===== src/rtl/acr_defines.svh =====
// Purpose: Offsets, field positions, reset values, write masks and sequence seeds of the converter control registers.
// Assumes: Byte-wide register port with 8-bit addresses.
// Notes: Definitions only.
`ifndef ACR_DEFINES_SVH
`define ACR_DEFINES_SVH
`define ACR_OFS_CHAN_SEL 8'h05
`define ACR_OFS_POWER 8'h08
`define ACR_OFS_CLOCK 8'h09
`define ACR_OFS_CLK_DIV 8'h0B
`define ACR_OFS_PATTERN 8'h0D
`define ACR_OFS_SELF_CHECK 8'h0E
`define ACR_OFS_COMMIT 8'hFF
`define ACR_RST_CHAN_SEL 8'hFF
`define ACR_RST_POWER 8'h80
`define ACR_RST_ZERO 8'h00
`define ACR_MASK_CHAN_SEL 8'h03
`define ACR_MASK_POWER 8'hE3
`define ACR_MASK_CLOCK 8'h01
`define ACR_MASK_CLK_DIV 8'h07
`define ACR_MASK_PATTERN 8'hFF
`define ACR_MASK_SELF_CHECK 8'h05
`define ACR_BIT_COMMIT 0
`define ACR_BIT_PD_ENABLE 7
`define ACR_POS_PD_FUNC 5
`define ACR_POS_PWR 0
`define ACR_BIT_STABILIZER 0
`define ACR_POS_DIV 0
`define ACR_POS_USER_MODE 6
`define ACR_BIT_RESET_LONG 5
`define ACR_BIT_RESET_SHORT 4
`define ACR_POS_TEST 0
`define ACR_BIT_SELF_START 0
`define ACR_BIT_SELF_INIT 2
`define ACR_LONG_SEED 23'h7FFFFF
`define ACR_SHORT_SEED 9'h1FF
`endif


===== src/rtl/acr_pkg.sv =====
// Purpose: Types shared by the converter control register bank.
// Assumes: Defines header is compiled alongside.
// Notes: Holds no numbers of its own beyond encodings.
package acr_pkg;
    typedef enum logic [1:0] {
        ACR_PWR_RUN = 2'h0,
        ACR_PWR_OFF = 2'h1,
        ACR_PWR_STANDBY = 2'h2,
        ACR_PWR_DIG_RESET = 2'h3
    } acr_power_e;
    typedef enum logic [3:0] {
        ACR_TEST_OFF = 4'h0,
        ACR_TEST_MIDSCALE = 4'h1,
        ACR_TEST_POS_FULL = 4'h2,
        ACR_TEST_NEG_FULL = 4'h3,
        ACR_TEST_CHECKER = 4'h4,
        ACR_TEST_LONG_PRS = 4'h5,
        ACR_TEST_SHORT_PRS = 4'h6,
        ACR_TEST_WORD_TOGGLE = 4'h7,
        ACR_TEST_USER = 4'h8,
        ACR_TEST_BIT_TOGGLE = 4'h9
    } acr_test_e;
    typedef struct packed {
        logic [7:0] power;
        logic [7:0] pattern;
    } acr_chan_s;
    typedef struct packed {
        logic [7:0] clock;
        logic [7:0] clk_div;
        logic [7:0] self_check;
    } acr_global_s;
    typedef struct packed {
        logic wr;
        logic rd;
        logic [7:0] addr;
        logic [7:0] wdata;
    } acr_req_s;
endpackage : acr_pkg


===== src/rtl/acr_test_gen.sv =====
// Purpose: Per-channel output test data generator with two pseudo-random sequences.
// Assumes: Runs every clock; selector and controls come from active registers.
// Notes: Output registered.
`timescale 1ns/10ps
`default_nettype none
`include "acr_defines.svh"
module acr_test_gen #(
    parameter int DW = 14
) (
    input wire logic mclk, // Clock.
    input wire logic resetn, // Asynchronous reset, active low.
    input wire logic [3:0] sel, // Active test selector.
    input wire logic rst_long, // Hold long sequence at its seed.
    input wire logic rst_short, // Hold short sequence at its seed.
    input wire logic [DW-1:0] sample, // Converted sample.
    output logic [DW-1:0] dout // Output data word.
);
    typedef struct packed {
        logic [22:0] lfsr_long;
        logic [8:0] lfsr_short;
        logic phase;
        logic [DW-1:0] dout;
    } acr_tg_s;
    acr_tg_s st;
    acr_tg_s next_st;
    function automatic logic [DW-1:0] fill(input logic b);
        fill = {DW{b}};
    endfunction : fill
    always_comb begin
        next_st = st;
        next_st.phase = ~st.phase;
        // Long sequence x^23 + x^18 + 1, short x^9 + x^5 + 1.
        next_st.lfsr_long = rst_long ? `ACR_LONG_SEED
            : {st.lfsr_long[21:0], st.lfsr_long[22] ^ st.lfsr_long[17]};
        next_st.lfsr_short = rst_short ? `ACR_SHORT_SEED
            : {st.lfsr_short[7:0], st.lfsr_short[8] ^ st.lfsr_short[4]};
        case (acr_pkg::acr_test_e'(sel))
            acr_pkg::ACR_TEST_OFF: next_st.dout = sample;
            acr_pkg::ACR_TEST_MIDSCALE: next_st.dout = {1'b1, {(DW-1){1'b0}}};
            acr_pkg::ACR_TEST_POS_FULL: next_st.dout = fill(1'b1);
            acr_pkg::ACR_TEST_NEG_FULL: next_st.dout = fill(1'b0);
            acr_pkg::ACR_TEST_CHECKER: next_st.dout = st.phase ? {(DW/2){2'b10}} : {(DW/2){2'b01}};
            acr_pkg::ACR_TEST_LONG_PRS: next_st.dout = st.lfsr_long[DW-1:0];
            acr_pkg::ACR_TEST_SHORT_PRS: next_st.dout = {{(DW-9){1'b0}}, st.lfsr_short};
            acr_pkg::ACR_TEST_WORD_TOGGLE: next_st.dout = fill(st.phase);
            acr_pkg::ACR_TEST_USER: next_st.dout = fill(1'b0);
            acr_pkg::ACR_TEST_BIT_TOGGLE: next_st.dout = {{(DW-1){1'b0}}, st.phase};
            default: next_st.dout = sample;
        endcase
    end
    always_ff @(posedge mclk or negedge resetn) begin
        if (!resetn) begin
            st <= '{lfsr_long: `ACR_LONG_SEED, lfsr_short: `ACR_SHORT_SEED,
                    phase: 1'b0, dout: '0};
        end else begin
            st <= next_st;
        end
    end
    assign dout = st.dout;
    property p_long_reset;
        @(posedge mclk) disable iff (!resetn) rst_long |=> st.lfsr_long == `ACR_LONG_SEED;
    endproperty
    a_long_reset: assert property (p_long_reset) else $error("long sequence not reseeded");
    property p_off_passes;
        @(posedge mclk) disable iff (!resetn) sel == 4'h0 |=> dout == $past(sample);
    endproperty
    a_off_passes: assert property (p_off_passes) else $error("sample not passed when off");
endmodule : acr_test_gen
`default_nettype wire


===== src/rtl/acr_regs.sv =====
// Purpose: Control register bank of a dual-channel converter with shadowed settings.
// Assumes: Register port is a byte-wide synchronous request from serial port logic.
// Notes: Serial framing lives outside this block.
`timescale 1ns/10ps
`default_nettype none
`include "acr_defines.svh"
module acr_regs #(
    parameter int DW = 14,
    parameter int NCH = 2
) (
    input wire logic mclk, // Clock.
    input wire logic resetn, // Asynchronous reset, active low.
    input wire acr_pkg::acr_req_s req, // Register request from serial port.
    output logic [7:0] rdata, // Read data, valid the cycle after rd.
    input wire logic pd_pin, // External power-down pin, asynchronous.
    input wire logic [NCH*DW-1:0] sample, // Converted samples per channel.
    output logic [NCH*DW-1:0] data_out, // Output data lines per channel.
    output logic [NCH*2-1:0] power_state, // Effective power state per channel.
    output logic [NCH-1:0] user_mode_once, // User pattern plays once.
    output logic [NCH-1:0] user_mode_alt, // User pattern alternates.
    output logic chip_reset, // Chip-wide digital reset request.
    output logic stabilizer_en, // Duty-cycle stabilizer enable.
    output logic [2:0] clk_div, // Input clock divide value minus one.
    output logic self_check_start, // Built-in self-check start level.
    output logic self_check_init // Self-check initialise level.
);
    typedef struct packed {
        logic [7:0] chan_sel;
        acr_pkg::acr_chan_s [NCH-1:0] hold_ch;
        acr_pkg::acr_chan_s [NCH-1:0] act_ch;
        acr_pkg::acr_global_s hold_g;
        acr_pkg::acr_global_s act_g;
        logic commit;
        logic [1:0] pd_sync;
        logic [7:0] rdata;
        logic [NCH*2-1:0] power_state;
        logic [NCH-1:0] user_once;
        logic [NCH-1:0] user_alt;
        logic chip_reset;
    } acr_st_s;
    acr_st_s st;
    acr_st_s next_st;
    localparam acr_pkg::acr_chan_s CH_RST = '{power: `ACR_RST_POWER, pattern: `ACR_RST_ZERO};
    localparam acr_pkg::acr_global_s G_RST = '{clock: `ACR_RST_ZERO, clk_div: `ACR_RST_ZERO,
                                               self_check: `ACR_RST_ZERO};
    // Lowest selected channel wins a read so that dual selection returns channel A.
    function automatic int first_sel(input logic [7:0] s);
        first_sel = 0;
        for (int i = NCH - 1; i >= 0; i--) begin
            if (s[i]) begin
                first_sel = i;
            end
        end
    endfunction : first_sel
    function automatic logic [1:0] eff_power(input logic [7:0] pw, input logic pin);
        eff_power = pw[`ACR_POS_PWR +: 2];
        if (pin && pw[`ACR_BIT_PD_ENABLE]) begin
            eff_power = pw[`ACR_POS_PD_FUNC] ? acr_pkg::ACR_PWR_STANDBY : acr_pkg::ACR_PWR_OFF;
        end
    endfunction : eff_power
    always_comb begin
        int rc;
        rc = first_sel(st.chan_sel);
        next_st = st;
        next_st.pd_sync = {st.pd_sync[0], pd_pin};
        next_st.commit = 1'b0;
        if (st.commit) begin
            next_st.act_ch = st.hold_ch;
            next_st.act_g = st.hold_g;
        end
        if (req.wr) begin
            case (req.addr)
                `ACR_OFS_CHAN_SEL: next_st.chan_sel = req.wdata & `ACR_MASK_CHAN_SEL;
                `ACR_OFS_CLOCK: next_st.hold_g.clock = req.wdata & `ACR_MASK_CLOCK;
                `ACR_OFS_CLK_DIV: next_st.hold_g.clk_div = req.wdata & `ACR_MASK_CLK_DIV;
                `ACR_OFS_SELF_CHECK: next_st.hold_g.self_check = req.wdata & `ACR_MASK_SELF_CHECK;
                `ACR_OFS_COMMIT: next_st.commit = req.wdata[`ACR_BIT_COMMIT];
                default: ;
            endcase
            for (int i = 0; i < NCH; i++) begin
                if (st.chan_sel[i]) begin
                    if (req.addr == `ACR_OFS_POWER) begin
                        next_st.hold_ch[i].power = req.wdata & `ACR_MASK_POWER;
                    end
                    if (req.addr == `ACR_OFS_PATTERN) begin
                        next_st.hold_ch[i].pattern = req.wdata & `ACR_MASK_PATTERN;
                    end
                end
            end
        end
        next_st.rdata = 8'h00;
        if (req.rd) begin
            case (req.addr)
                `ACR_OFS_CHAN_SEL: next_st.rdata = st.chan_sel;
                `ACR_OFS_POWER: next_st.rdata = st.hold_ch[rc].power;
                `ACR_OFS_CLOCK: next_st.rdata = st.hold_g.clock;
                `ACR_OFS_CLK_DIV: next_st.rdata = st.hold_g.clk_div;
                `ACR_OFS_PATTERN: next_st.rdata = st.hold_ch[rc].pattern;
                `ACR_OFS_SELF_CHECK: next_st.rdata = st.hold_g.self_check;
                `ACR_OFS_COMMIT: next_st.rdata = {7'h00, st.commit};
                default: next_st.rdata = 8'h00;
            endcase
        end
        next_st.chip_reset = 1'b0;
        for (int i = 0; i < NCH; i++) begin
            next_st.power_state[2*i +: 2] = eff_power(st.act_ch[i].power, st.pd_sync[1]);
            if (st.act_ch[i].power[`ACR_POS_PWR +: 2] == acr_pkg::ACR_PWR_DIG_RESET) begin
                next_st.chip_reset = 1'b1;
            end
            next_st.user_once[i] = st.act_ch[i].pattern[`ACR_POS_USER_MODE + 1];
            next_st.user_alt[i] = st.act_ch[i].pattern[`ACR_POS_USER_MODE];
        end
    end
    always_ff @(posedge mclk or negedge resetn) begin
        if (!resetn) begin
            st <= '{chan_sel: `ACR_RST_CHAN_SEL, hold_ch: {NCH{CH_RST}}, act_ch: {NCH{CH_RST}},
                    hold_g: G_RST, act_g: G_RST, commit: 1'b0, pd_sync: 2'h0, rdata: 8'h00,
                    power_state: '0, user_once: '0, user_alt: '0, chip_reset: 1'b0};
        end else begin
            st <= next_st;
        end
    end
    genvar g;
    generate
        for (g = 0; g < NCH; g++) begin : g_ch
            acr_test_gen #(.DW(DW)) u_gen (
                .mclk(mclk),
                .resetn(resetn),
                .sel(st.act_ch[g].pattern[`ACR_POS_TEST +: 4]),
                .rst_long(st.act_ch[g].pattern[`ACR_BIT_RESET_LONG]),
                .rst_short(st.act_ch[g].pattern[`ACR_BIT_RESET_SHORT]),
                .sample(sample[g*DW +: DW]),
                .dout(data_out[g*DW +: DW])
            );
        end
    endgenerate
    assign rdata = st.rdata;
    assign power_state = st.power_state;
    assign user_mode_once = st.user_once;
    assign user_mode_alt = st.user_alt;
    assign chip_reset = st.chip_reset;
    assign stabilizer_en = st.act_g.clock[`ACR_BIT_STABILIZER];
    assign clk_div = st.act_g.clk_div[`ACR_POS_DIV +: 3];
    assign self_check_start = st.act_g.self_check[`ACR_BIT_SELF_START];
    assign self_check_init = st.act_g.self_check[`ACR_BIT_SELF_INIT];
    property p_commit_clears;
        @(posedge mclk) disable iff (!resetn) st.commit |=> !st.commit || $past(req.wr);
    endproperty
    a_commit_clears: assert property (p_commit_clears) else $error("commit bit stuck");
    property p_hold_no_effect;
        @(posedge mclk) disable iff (!resetn)
            !st.commit |=> st.act_g == $past(st.act_g) && st.act_ch == $past(st.act_ch);
    endproperty
    a_hold_no_effect: assert property (p_hold_no_effect) else $error("active changed");
    property p_commit_copies;
        @(posedge mclk) disable iff (!resetn)
            st.commit |=> st.act_g == $past(st.hold_g) && st.act_ch == $past(st.hold_ch);
    endproperty
    a_commit_copies: assert property (p_commit_copies) else $error("commit copy wrong");
    property p_sel_write;
        @(posedge mclk) disable iff (!resetn)
            req.wr && req.addr == `ACR_OFS_POWER && st.chan_sel[1] && !st.chan_sel[0]
            |=> st.hold_ch[0].power == $past(st.hold_ch[0].power);
    endproperty
    a_sel_write: assert property (p_sel_write) else $error("unselected channel written");
    property p_read_a;
        @(posedge mclk) disable iff (!resetn)
            req.rd && req.addr == `ACR_OFS_PATTERN && st.chan_sel[0]
            |=> rdata == $past(st.hold_ch[0].pattern);
    endproperty
    a_read_a: assert property (p_read_a) else $error("read did not return channel A");
    property p_dig_reset;
        @(posedge mclk) disable iff (!resetn)
            st.act_ch[0].power[1:0] == 2'h3 |=> chip_reset;
    endproperty
    a_dig_reset: assert property (p_dig_reset) else $error("digital reset missing");
    property p_pin_pd;
        @(posedge mclk) disable iff (!resetn)
            st.pd_sync[1] && st.act_ch[0].power[7] && !st.act_ch[0].power[5]
            |=> power_state[1:0] == 2'h1;
    endproperty
    a_pin_pd: assert property (p_pin_pd) else $error("pin power-down ignored");
    property p_stab;
        @(posedge mclk) disable iff (!resetn) stabilizer_en == st.act_g.clock[0] ##0
            (st.commit ##1 stabilizer_en == $past(st.hold_g.clock[0])) or !st.commit;
    endproperty
    a_stab: assert property (p_stab) else $error("stabilizer not applied");
    c_commit: cover property (@(posedge mclk) disable iff (!resetn) st.commit);
    c_both_write: cover property (@(posedge mclk) disable iff (!resetn)
        req.wr && req.addr == `ACR_OFS_PATTERN && st.chan_sel[1:0] == 2'h3);
    c_pin: cover property (@(posedge mclk) disable iff (!resetn) st.pd_sync[1]);
endmodule : acr_regs
`default_nettype wire


===== config.mk =====
export PLATFORM = sky130hd
export DESIGN_NAME = acr_regs
export DESIGN_NICKNAME = d
export VERILOG_FILES = /design/src/rtl/acr_pkg.sv /design/src/rtl/acr_test_gen.sv /design/src/rtl/acr_regs.sv
export VERILOG_INCLUDE_DIRS = /design/src /design/src/rtl
export SDC_FILE = /design/constraint.sdc
export NUM_CORES = 1
export LEC_CHECK = 0
export BUFFER_PORTS_ARGS = -buffer_cell sky130_fd_sc_hd__buf_4
export CAP_MARGIN = 5
export CORE_UTILIZATION = 50
export CTS_BUF_LIST = sky130_fd_sc_hd__clkbuf_4 sky130_fd_sc_hd__clkbuf_8
export CTS_CLUSTER_SIZE = 25
export DETAILED_ROUTE_END_ITERATION = 10
export PLACE_DENSITY = 0.74
export SLEW_MARGIN = 10
export SYNTH_ARGS = -nofsm -noshare
export SYNTH_HDL_FRONTEND = slang
export SYNTH_SLANG_ARGS = --single-unit
export TNS_END_PERCENT = 10

===== constraint.sdc =====
create_clock -name mclk -period 2.1 [get_ports mclk]
set_input_delay 0.21 -clock mclk [delete_from_list [all_inputs] [get_ports mclk]]
set_output_delay 0.21 -clock mclk [all_outputs]
set_load 0.01 [all_outputs]

# [Word level (Yosys, flattened, before mapping)]
# Index checks and enable logic that the tools add are counted.
[totals] memories=0 elab_cells=99 ram_bits=0 latchBits=0 regBits=186 inputBits=49 romBits=0 out_inout_bits=51
[op_classes] n_bitwise=6 mul=0 reduce_logical=12 shift=0 muxes=23 n_div=0 n_eq_ne=27 add_sub_neg=0 n_lt_le_gt_ge=1
[ops] cell="14-bit case mux with 8 select lines" n=2
[ops] cell="8-bit case mux with 7 select lines" n=1
[ops] cell="16-bit two-way mux" n=3
[ops] cell="23-bit two-way mux" n=2
[ops] cell="8-bit by 4-bit == test with 1-bit output, second input constant" n=5
[ops] cell="4-bit by 3-bit == test with 1-bit output, second input constant" n=8
[ops] cell="14-bit two-way mux" n=2
[ops] cell="9-bit two-way mux" n=2
[ops] cell="4-bit by 2-bit == test with 1-bit output, second input constant" n=4
[ops] cell="4-bit == test, second input constant" n=4
[ops] cell="3-bit AND reduction" n=4
[ops] cell="4-bit by 1-bit == test with 1-bit output, second input constant" n=2
[ops] cell="8-bit by 3-bit == test with 1-bit output, second input constant" n=1
[ops] cell="8-bit == test, second input constant" n=1
[ops] cell="2-bit two-way mux" n=4
[ops] cell="8-bit two-way mux" n=1
[ops] cell="2-bit AND reduction" n=4
[ops] cell="1-bit two-way mux" n=6
[ops] cell="2-bit == test, second input constant" n=2
[ops] cell="2-bit OR reduction" n=2
[ops] cell="1-bit bitwise XOR" n=4
[ops] cell="1-bit logical AND" n=2
[ops] cell="1-bit by 2-bit < comparator with 1-bit output, second input constant" n=1
[ops] cell="1-bit inverter" n=2

# [Logic depth before layout (Yosys ltp)]
# Gate-level depths: netlist of the first run.
[depth] depth_word=7 ltp_mapped=7

# [By module]
# From an unflattened synthesis of the first run, not the netlist that was laid out.
[hier_totals] cells_unflattened=605 area_unflattened_um2=7586.0
[modules_own_cells] module="acr_test_gen" cells_per_inst=168 instances=2 area_per_inst_um2=1954.4
[modules_own_cells] module="acr_regs" cells_per_inst=269 instances=1 area_per_inst_um2=3677.3

# [Worst setup path before layout of the first run]
# No wires, ideal clock.
[synth_timing] kind="input to register" startpoint="input port req[13] (netlist name)" endpoint="register st[104] (netlist name)" arrival_ns=1.620 path_slack_ns=0.353 required_ns=1.972 n_path_buf=1 setup_ns=0.128 cell_stages=5 path_cell_list="or4_1 > buf_2 > nor3_4 > nand3_2 > mux2_1"
[synth_via] elab_chain_cells=2
[synth_rtl] element="from (decl)" line="acr_regs.sv:13" rtl="input wire acr_pkg::acr_req_s req,"
[synth_rtl] element="8-bit by 4-bit == test with 1-bit output"
[synth_rtl] element="3-bit AND reduction (no source line)"
[synth_rtl] element="to (signal assigned)" line="acr_regs.sv:116" rtl="st <= '{chan_sel: `ACR_RST_CHAN_SEL, hold_ch: {NCH{CH_RST}}, act_ch: {NCH{CH_RST}},"
[synth_rtl] element="to (signal assigned)" line="acr_regs.sv:120" rtl="st <= next_st;"
[synth_rtl] element="to (decl)" line="acr_regs.sv:41" rtl="acr_st_s st;"
# Every way passes these cells.
# A chain may end at the register's enable or synchronous reset.

==> results of run 1 <==
## power by group
part	internal (mW)	leakage, nW	switching [mW]	total [mW]
Combinational	0.170	1.87	0.177	0.346
Sequential	3.49	2.16	0.0185	3.51
Clock	1.10	0.203	1.16	2.26
## final timing paths
| kind | start | endpoint | slack [ns] | cells past startpoint |
|---|---|---|---|---|
| worst max-delay path | st[132] | rdata[1] | 0.29 | 6 |
| worst min-delay path | sample[24] | g_ch[1].u_gen.dout[10] | 0.02 | 3 |
| worst max register to register | st[132] | rdata[1] | 0.29 | 6 |
| worst min register to register | next_st[18] | st[18] | 0.35 | 0 |
| max in group asynchronous | resetn | g_ch[1].u_gen.st[28] | 1.08 | 3 |
| min in group asynchronous | resetn | g_ch[0].u_gen.dout[12] | 0.25 | 2 |
## area by class of cell
class                      count  area (um2)
clock buffer                  24         312
tap                          184         230
sequential                   179        4570
fill                        1134        5760
clock inverter                 8        75.1
inverter                       5        18.8
timing repair buffer         138        1140
multi-input combinational    353        2480
## Yosys cell counts, types with 3 or more instances
cell and count:
o21ai_0 15, nor2b_1 3, xnor2_1 4, mux2i_1 15, nand2b_1 7, buf_2 3, nor2_1 39, a22oi_1 17
clkbuf_1 22, dfrtp_1 108, nor4b_2 3, a21oi_1 37, mux2_2 64, or2_2 61, o22ai_1 4, inv_1 5
nand3b_1 3, dfstp_2 71, nand2_1 35, buf_4 47, nand3_1 3
## cells by family after synthesis
family / Yosys count / synth area share (%)
AOI/OAI and AO/OA: 96 / 8.06
muxes: 80 / 11.7
and+or+nand+nor: 173 / 12.7
xor gates and xnor gates: 4 / 0.466
buffers and inverters: 79 / 6.34
DFF: 179 / 60.7
## cell usage in the layout, fill, tap and decap left out, drive strengths merged, types with 2 or more instances in the layout
master	Yosys	layout
clkbuf	22	24
nor4b	3	3
a32oi	2	2
a221oi	2	2
nor3	4	4
or2	63	63
o21ai	15	15
a31oi	2	2
dfstp	71	71
clkinv	0	5
a211oi	2	2
a21oi	37	37
nand3	5	5
a222oi	2	2
xnor2	4	4
dlygate4sd3	0	26
a22o	2	2
inv	5	6
a22oi	17	17
nand2b	7	7
mux2i	15	15
or3	2	2
nand2	35	35
nor2b	3	3
nor2	39	39
mux2	65	65
dfrtp	108	108
o31ai	2	2
a31o	2	2
buf	52	112
nand3b	3	3
o22ai	4	4
## state kept, by name, indices dropped and copies added (netlist names)
name and count:
g_ch.u_gen.st 66, st 57, g_ch.u_gen.dout 28, rdata 8, next_st 5, power_state 4, clk_div 3, user_mode_alt 2
user_mode_once 2, chip_reset 1, self_check_init 1, self_check_start 1, stabilizer_en 1
## metal layers
| metal | track usage (%) | vias to the layer above |
|---|---|---|
| met5 | 0 | - |
| li1 | - | 2220 |
| met4 | 8.93 | 0 |
| met1 | 26.4 | 2442 |
| met3 | 4.55 | 29 |
| met2 | 33.0 | 108 |
## critical path, stage by stage (launching register included)
cell and delay (ns):
dfstp_2 0.58, nand2b_1 0.22, buf_4 0.24, mux2i_1 0.25, o22ai_1 0.13, a32oi_1 0.20, nor2b_1 0.07
## repair_timing
action / CTS / global route
hold endpoints to repair: 64 / 0
hold buffers: 26 / 0
setup endpoints to repair: 0 / 0
buffers inserted: 0 / 0
## stage by stage
stage	cell area, um2	power [mW]	instances
finish	8830	6.12	891
global route	8830	6.37	891
CTS	8830	6.18	891
detailed placement	8180	3.89	833
global placement	8180	3.88	833
floorplan	7520	3.70	611
==> impl_metrics.env, run 1 <==
export IMPL_status="complete, no violations"
export IMPL_ys_warn_count=0
export IMPL_required_ns=2.45
export IMPL_arrival_ns=2.16
export IMPL_dr_pass1_iters=4
export IMPL_synth_cell_types=53
export IMPL_final_setup_worst_slack_ns=0.288
export IMPL_layout_min_cycle_time_ns=1.81
export IMPL_clockRootBuffer="clkbuf_8"
export IMPL_track_usage_pct=20.4
export IMPL_tns_ns=0
export IMPL_finalSetupViolCount=0
export IMPL_route_met2_wl_mm=7.26
export IMPL_synth_area_um2=7520
export IMPL_numClockSinks=179
export IMPL_drive_above_1_share_pct=49.4
export IMPL_worst_pin_slew_ns=0.639
export IMPL_grt_pass1_wl_mm=24.9
export IMPL_grt_pass1_vias=4955
export IMPL_synth_nets=660
export IMPL_synth_area_leader_cell="dfrtp_1"
export IMPL_core_area_um2=14600
export IMPL_grt_max_degree=72
export IMPL_maxCapViolCount=0
export IMPL_antenna_found_initial=0
export IMPL_placementRows=44
export IMPL_synth_area_top_cells="dfrtp_1, dfstp_2, mux2_2"
export IMPL_die_h_um=125
export IMPL_place_congestion=0.907
export IMPL_fin_util_pct=60.5
export IMPL_start_util_pct=51.6
export IMPL_drc_errors=0
export IMPL_worstPathMaxFanout=8
export IMPL_vias=4799
export IMPL_hold_viol=0
export IMPL_gr_total_overflow=0
export IMPL_clock_path_buffers=2
export IMPL_cts_made_buffers=17
export IMPL_top_layer="met4"
export IMPL_routed_wl_mm=14.8
export IMPL_ctsHtreeMaxLevel=4
export IMPL_synth_main_ff_cell="dfrtp_1"
export IMPL_place_hpwl_mm=9.86
export IMPL_met3_length_um=573
export IMPL_io_buffers=99
export IMPL_fin_skew_ns=0.0105
export IMPL_maxSlewViolCount=0
export IMPL_diodes=0
export IMPL_yosysSeqAreaShare_pct=60.7
export IMPL_die_x_um=125
export IMPL_holdWs_ns=0.0189
export IMPL_area_growth_pct=17.3
export IMPL_p_leak_nw=4.23
export IMPL_fmax_mhz=552
export IMPL_first_iter_violations=320
export IMPL_async_reset_ff_share_pct=100
export IMPL_syn_area_per_cell_um2=12.3
export IMPL_nets=743
export IMPL_die_area_um2=15500
export IMPL_netlist_instances=611
export IMPL_postCtsResizedCells=0
export IMPL_ioPinCount=100
export IMPL_ir_drop_uv=379
export IMPL_slew_headroom_pct=57.4
export IMPL_synth_seq_cells=179
export IMPL_cts_tree="done"
export IMPL_antenna_left=0
export IMPL_cts_clk_slew_worst_paths_ns=0.09
export IMPL_avgViaCountPerCell=5.39
export IMPL_path_class="flip-flop to flip-flop"
export IMPL_cp_end_kind="flip-flop"
export IMPL_final_period_utilization_pct=86.3
export IMPL_cp_start_kind="flip-flop"
export IMPL_power_density_nw_per_um2=693
export IMPL_synth_edf_count=0
export IMPL_rsz0062_at_grt="no"
export IMPL_hp_class="input port to flip-flop"
export IMPL_clk_latency_ns=0.46
export IMPL_post_drt_wl_per_cell_um=16.6
export IMPL_dp_slack_ns=0.0516
export IMPL_synthDominantCellAreaShare_pct=35.9
export IMPL_drt_met1_wl_mm=6.59
Power figures use the tool's default switching activity.
==> inputs of run 2 (changes only) <==
Settings changed: ABC_AREA set to 0, PLACE_DENSITY 0.74 to unset, PLACE_DENSITY_LB_ADDON set to 0.25.
==> run 2 against run 1 <==
  * Non-clock buffer count shrank 5
  * Maximum frequency grew 0.37%
  * Sequential power is essentially flat
  * Combinational power shrank 2%
  * Worst hold slack gained 0.0055 ns
  * Sequential share of layout area is essentially flat
  * Global-route usage shrank 0.36 points
  * Critical endpoint unchanged
  * Flip-flop and latch count is the same
  * Setup slack gained 0.0066 ns
  * Register-to-register slack is essentially flat
  * Critical path type unchanged
  * Utilization is essentially flat
==> impl_metrics.env, run 2 (synthesized netlist as in run 1, its figures left out) <==
export IMPL_status="complete, no violations"
export IMPL_cts_tree="done"
export IMPL_ir_drop_uv=420
export IMPL_cts_made_buffers=17
export IMPL_worst_r2r_cell_count=6
export IMPL_placementRows=44
export IMPL_reg2reg_to="rdata[1]"
export IMPL_drive_above_1_share_pct=49.9
export IMPL_fillers=1193
export IMPL_die_x_um=125
export IMPL_largest_register="g_ch.u_gen.st"
export IMPL_track_usage_pct=20.0
export IMPL_area_growth_pct=17.3
export IMPL_nets=738
export IMPL_worst_pin_slew_ns=0.621
export IMPL_place_congestion=0.869
export IMPL_fin_skew_ns=0.00770
export IMPL_cp_end_kind="flip-flop"
export IMPL_arrival_ns=2.14
export IMPL_die_area_um2=15500
export IMPL_final_cell_area_um2=8830
export IMPL_layout_common_cells="buf_4, dfrtp_1, dfstp_2, mux2_2, or2_2"
export IMPL_maxSlewViolCount=0
export IMPL_start_util_pct=51.6
export IMPL_placed_area_um2=8170
export IMPL_ioPinCount=100
export IMPL_required_ns=2.43
export IMPL_power_density_nw_per_um2=732
export IMPL_worstHoldStart="req[16]"
export IMPL_dr_pass1_iters=4
export IMPL_tns_ns=0
export IMPL_antenna_found_initial=0
export IMPL_rrSetupSlack_ns=0.29
export IMPL_cp_start_kind="flip-flop"
export IMPL_diodes=0
export IMPL_gr_total_overflow=0
export IMPL_first_iter_violations=295
export IMPL_maxCapViolCount=0
export IMPL_hold_depth=2
export IMPL_largest_reg_flops=66
export IMPL_p_leak_nw=4.24
export IMPL_vias=4712
export IMPL_post_drt_wl_per_cell_um=16.5
export IMPL_clockRootBuffer="clkbuf_8"
export IMPL_io_buffers=99
export IMPL_ctsHtreeMaxLevel=4
export IMPL_cts_clk_slew_worst_paths_ns=0.08
export IMPL_path_class="flip-flop to flip-flop"
export IMPL_layout_min_cycle_time_ns=1.81
export IMPL_hp_class="input port to flip-flop"
export IMPL_holdPathEnd="rdata[1]"
export IMPL_place_hpwl_mm=9.75
export IMPL_slew_headroom_pct=58.6
export IMPL_drc_errors=0
export IMPL_clk_latency_ns=0.45
export IMPL_grt_pass1_vias=4907
export IMPL_avgViaCountPerCell=5.32
export IMPL_final_period_utilization_pct=86.0
export IMPL_routed_wl_mm=14.6
export IMPL_hold_viol=0
export IMPL_antenna_left=0
export IMPL_r2r_start="st[132]"
export IMPL_rsz0062_at_grt="no"
export IMPL_final_common_cell="buf_4"
export IMPL_grt_max_degree=62
export IMPL_worstPathMaxFanout=7
export IMPL_grt_pass1_wl_mm=24.7
export IMPL_die_h_um=125
export IMPL_postCtsResizedCells=0
export IMPL_core_area_um2=14600
export IMPL_cts_setup_buffers=0
export IMPL_finalSetupViolCount=0
export IMPL_clock_path_buffers=2
export IMPL_fmax_mhz=554
export IMPL_numClockSinks=179
-- run 2: cell count changes in the layout (fill, tap and decap cells not counted), sizes merged --
cell,change
buf,+1
bufinv,+3
clkinv,-3
clkinvlp,+1
dlygate4sd3,-6
inv,-1
-- run 2: timing repair --
| action | CTS | global route |
|---|---|---|
| endpoints found under the hold margin | 99 | 0 |
| endpoints found under the setup margin | 0 | 0 |
| hold buffers | 20 | 0 |
-- run 2: how the worst max path moves through the flow --
stage | start | end | slack [ns] | cells after the start
2_1_floorplan | req[13] | st[104] | 0.35 | 5
3_3_place_gp | req[13] | st[104] | 0.09 | 5
3_5_place_dp | req[13] | st[104] | 0.02 | 5
4_1_cts | st[132] | rdata[1] | 0.30 | 6
5_1_grt | st[71] | g_ch[0].u_gen.dout[8] | 0.17 | 4
6_report | st[132] | rdata[1] | 0.29 | 6
-- run 2: layout make-up --
| class | count | area [um2] | area share [%] |
|---|---|---|---|
| flip-flops and latches | 179 | 4570 | 51.7 |
| multi-input cells | 353 | 2480 | 28.1 |
| repair buffers | 133 | 1080 | 12.2 |
| clock buffers | 24 | 305 | 3.46 |
| well taps | 184 | 230 | 2.61 |
| clock inverters | 8 | 149 | 1.69 |
| inverters | 5 | 18.8 | 0.213 |
-- run 2: worst max-delay path: stages (launching register included) --
cell	delay, ns
dfstp_2	0.58
nand2b_1	0.24
buf_4	0.23
mux2i_1	0.21
o22ai_1	0.12
a32oi_1	0.22
nor2b_1	0.08
-- run 2: report_power, final --
| part | internal [mW] | switching (mW) |
|---|---|---|
| sequential | 3.49 | 0.0179 |
| clock | 1.45 | 1.16 |
| combinational | 0.164 | 0.176 |
| total | 5.10 | 1.36 |
-- run 2: metal layers --
| metal | routed length (um) | part of all wire (%) | track usage (%) | up-vias |
|---|---|---|---|---|
| met4 | 262 | 1.8 | 7.51 | 0 |
| met2 | 7210 | 49 | 32.1 | 98 |
| met3 | 429 | 2.9 | 3.87 | 20 |
| met5 | 0 | 0 | 0 | - |
| met1 | 6710 | 46 | 27.1 | 2388 |
| li1 | - | - | - | 2206 |
-- run 2: through the flow --
| stage | power (mW) | setup WS (ns) | hold WS (ns) | util, % | instances |
|---|---|---|---|---|---|
| 2_1_floorplan | 3.70 | 0.353 | -0.0856 | - | 611 |
| 3_3_place_gp | 3.88 | 0.0884 | 0.0555 | 56.0 | 834 |
| 3_5_place_dp | 3.89 | 0.0159 | 0.0581 | 56.0 | 834 |
| 4_1_cts | 6.54 | 0.302 | 0.000952 | 60.5 | 886 |
| 5_1_grt | 6.70 | 0.175 | 0.00868 | 60.5 | 886 |
| 6_report | 6.46 | 0.294 | 0.0244 | 60.5 | 886 |
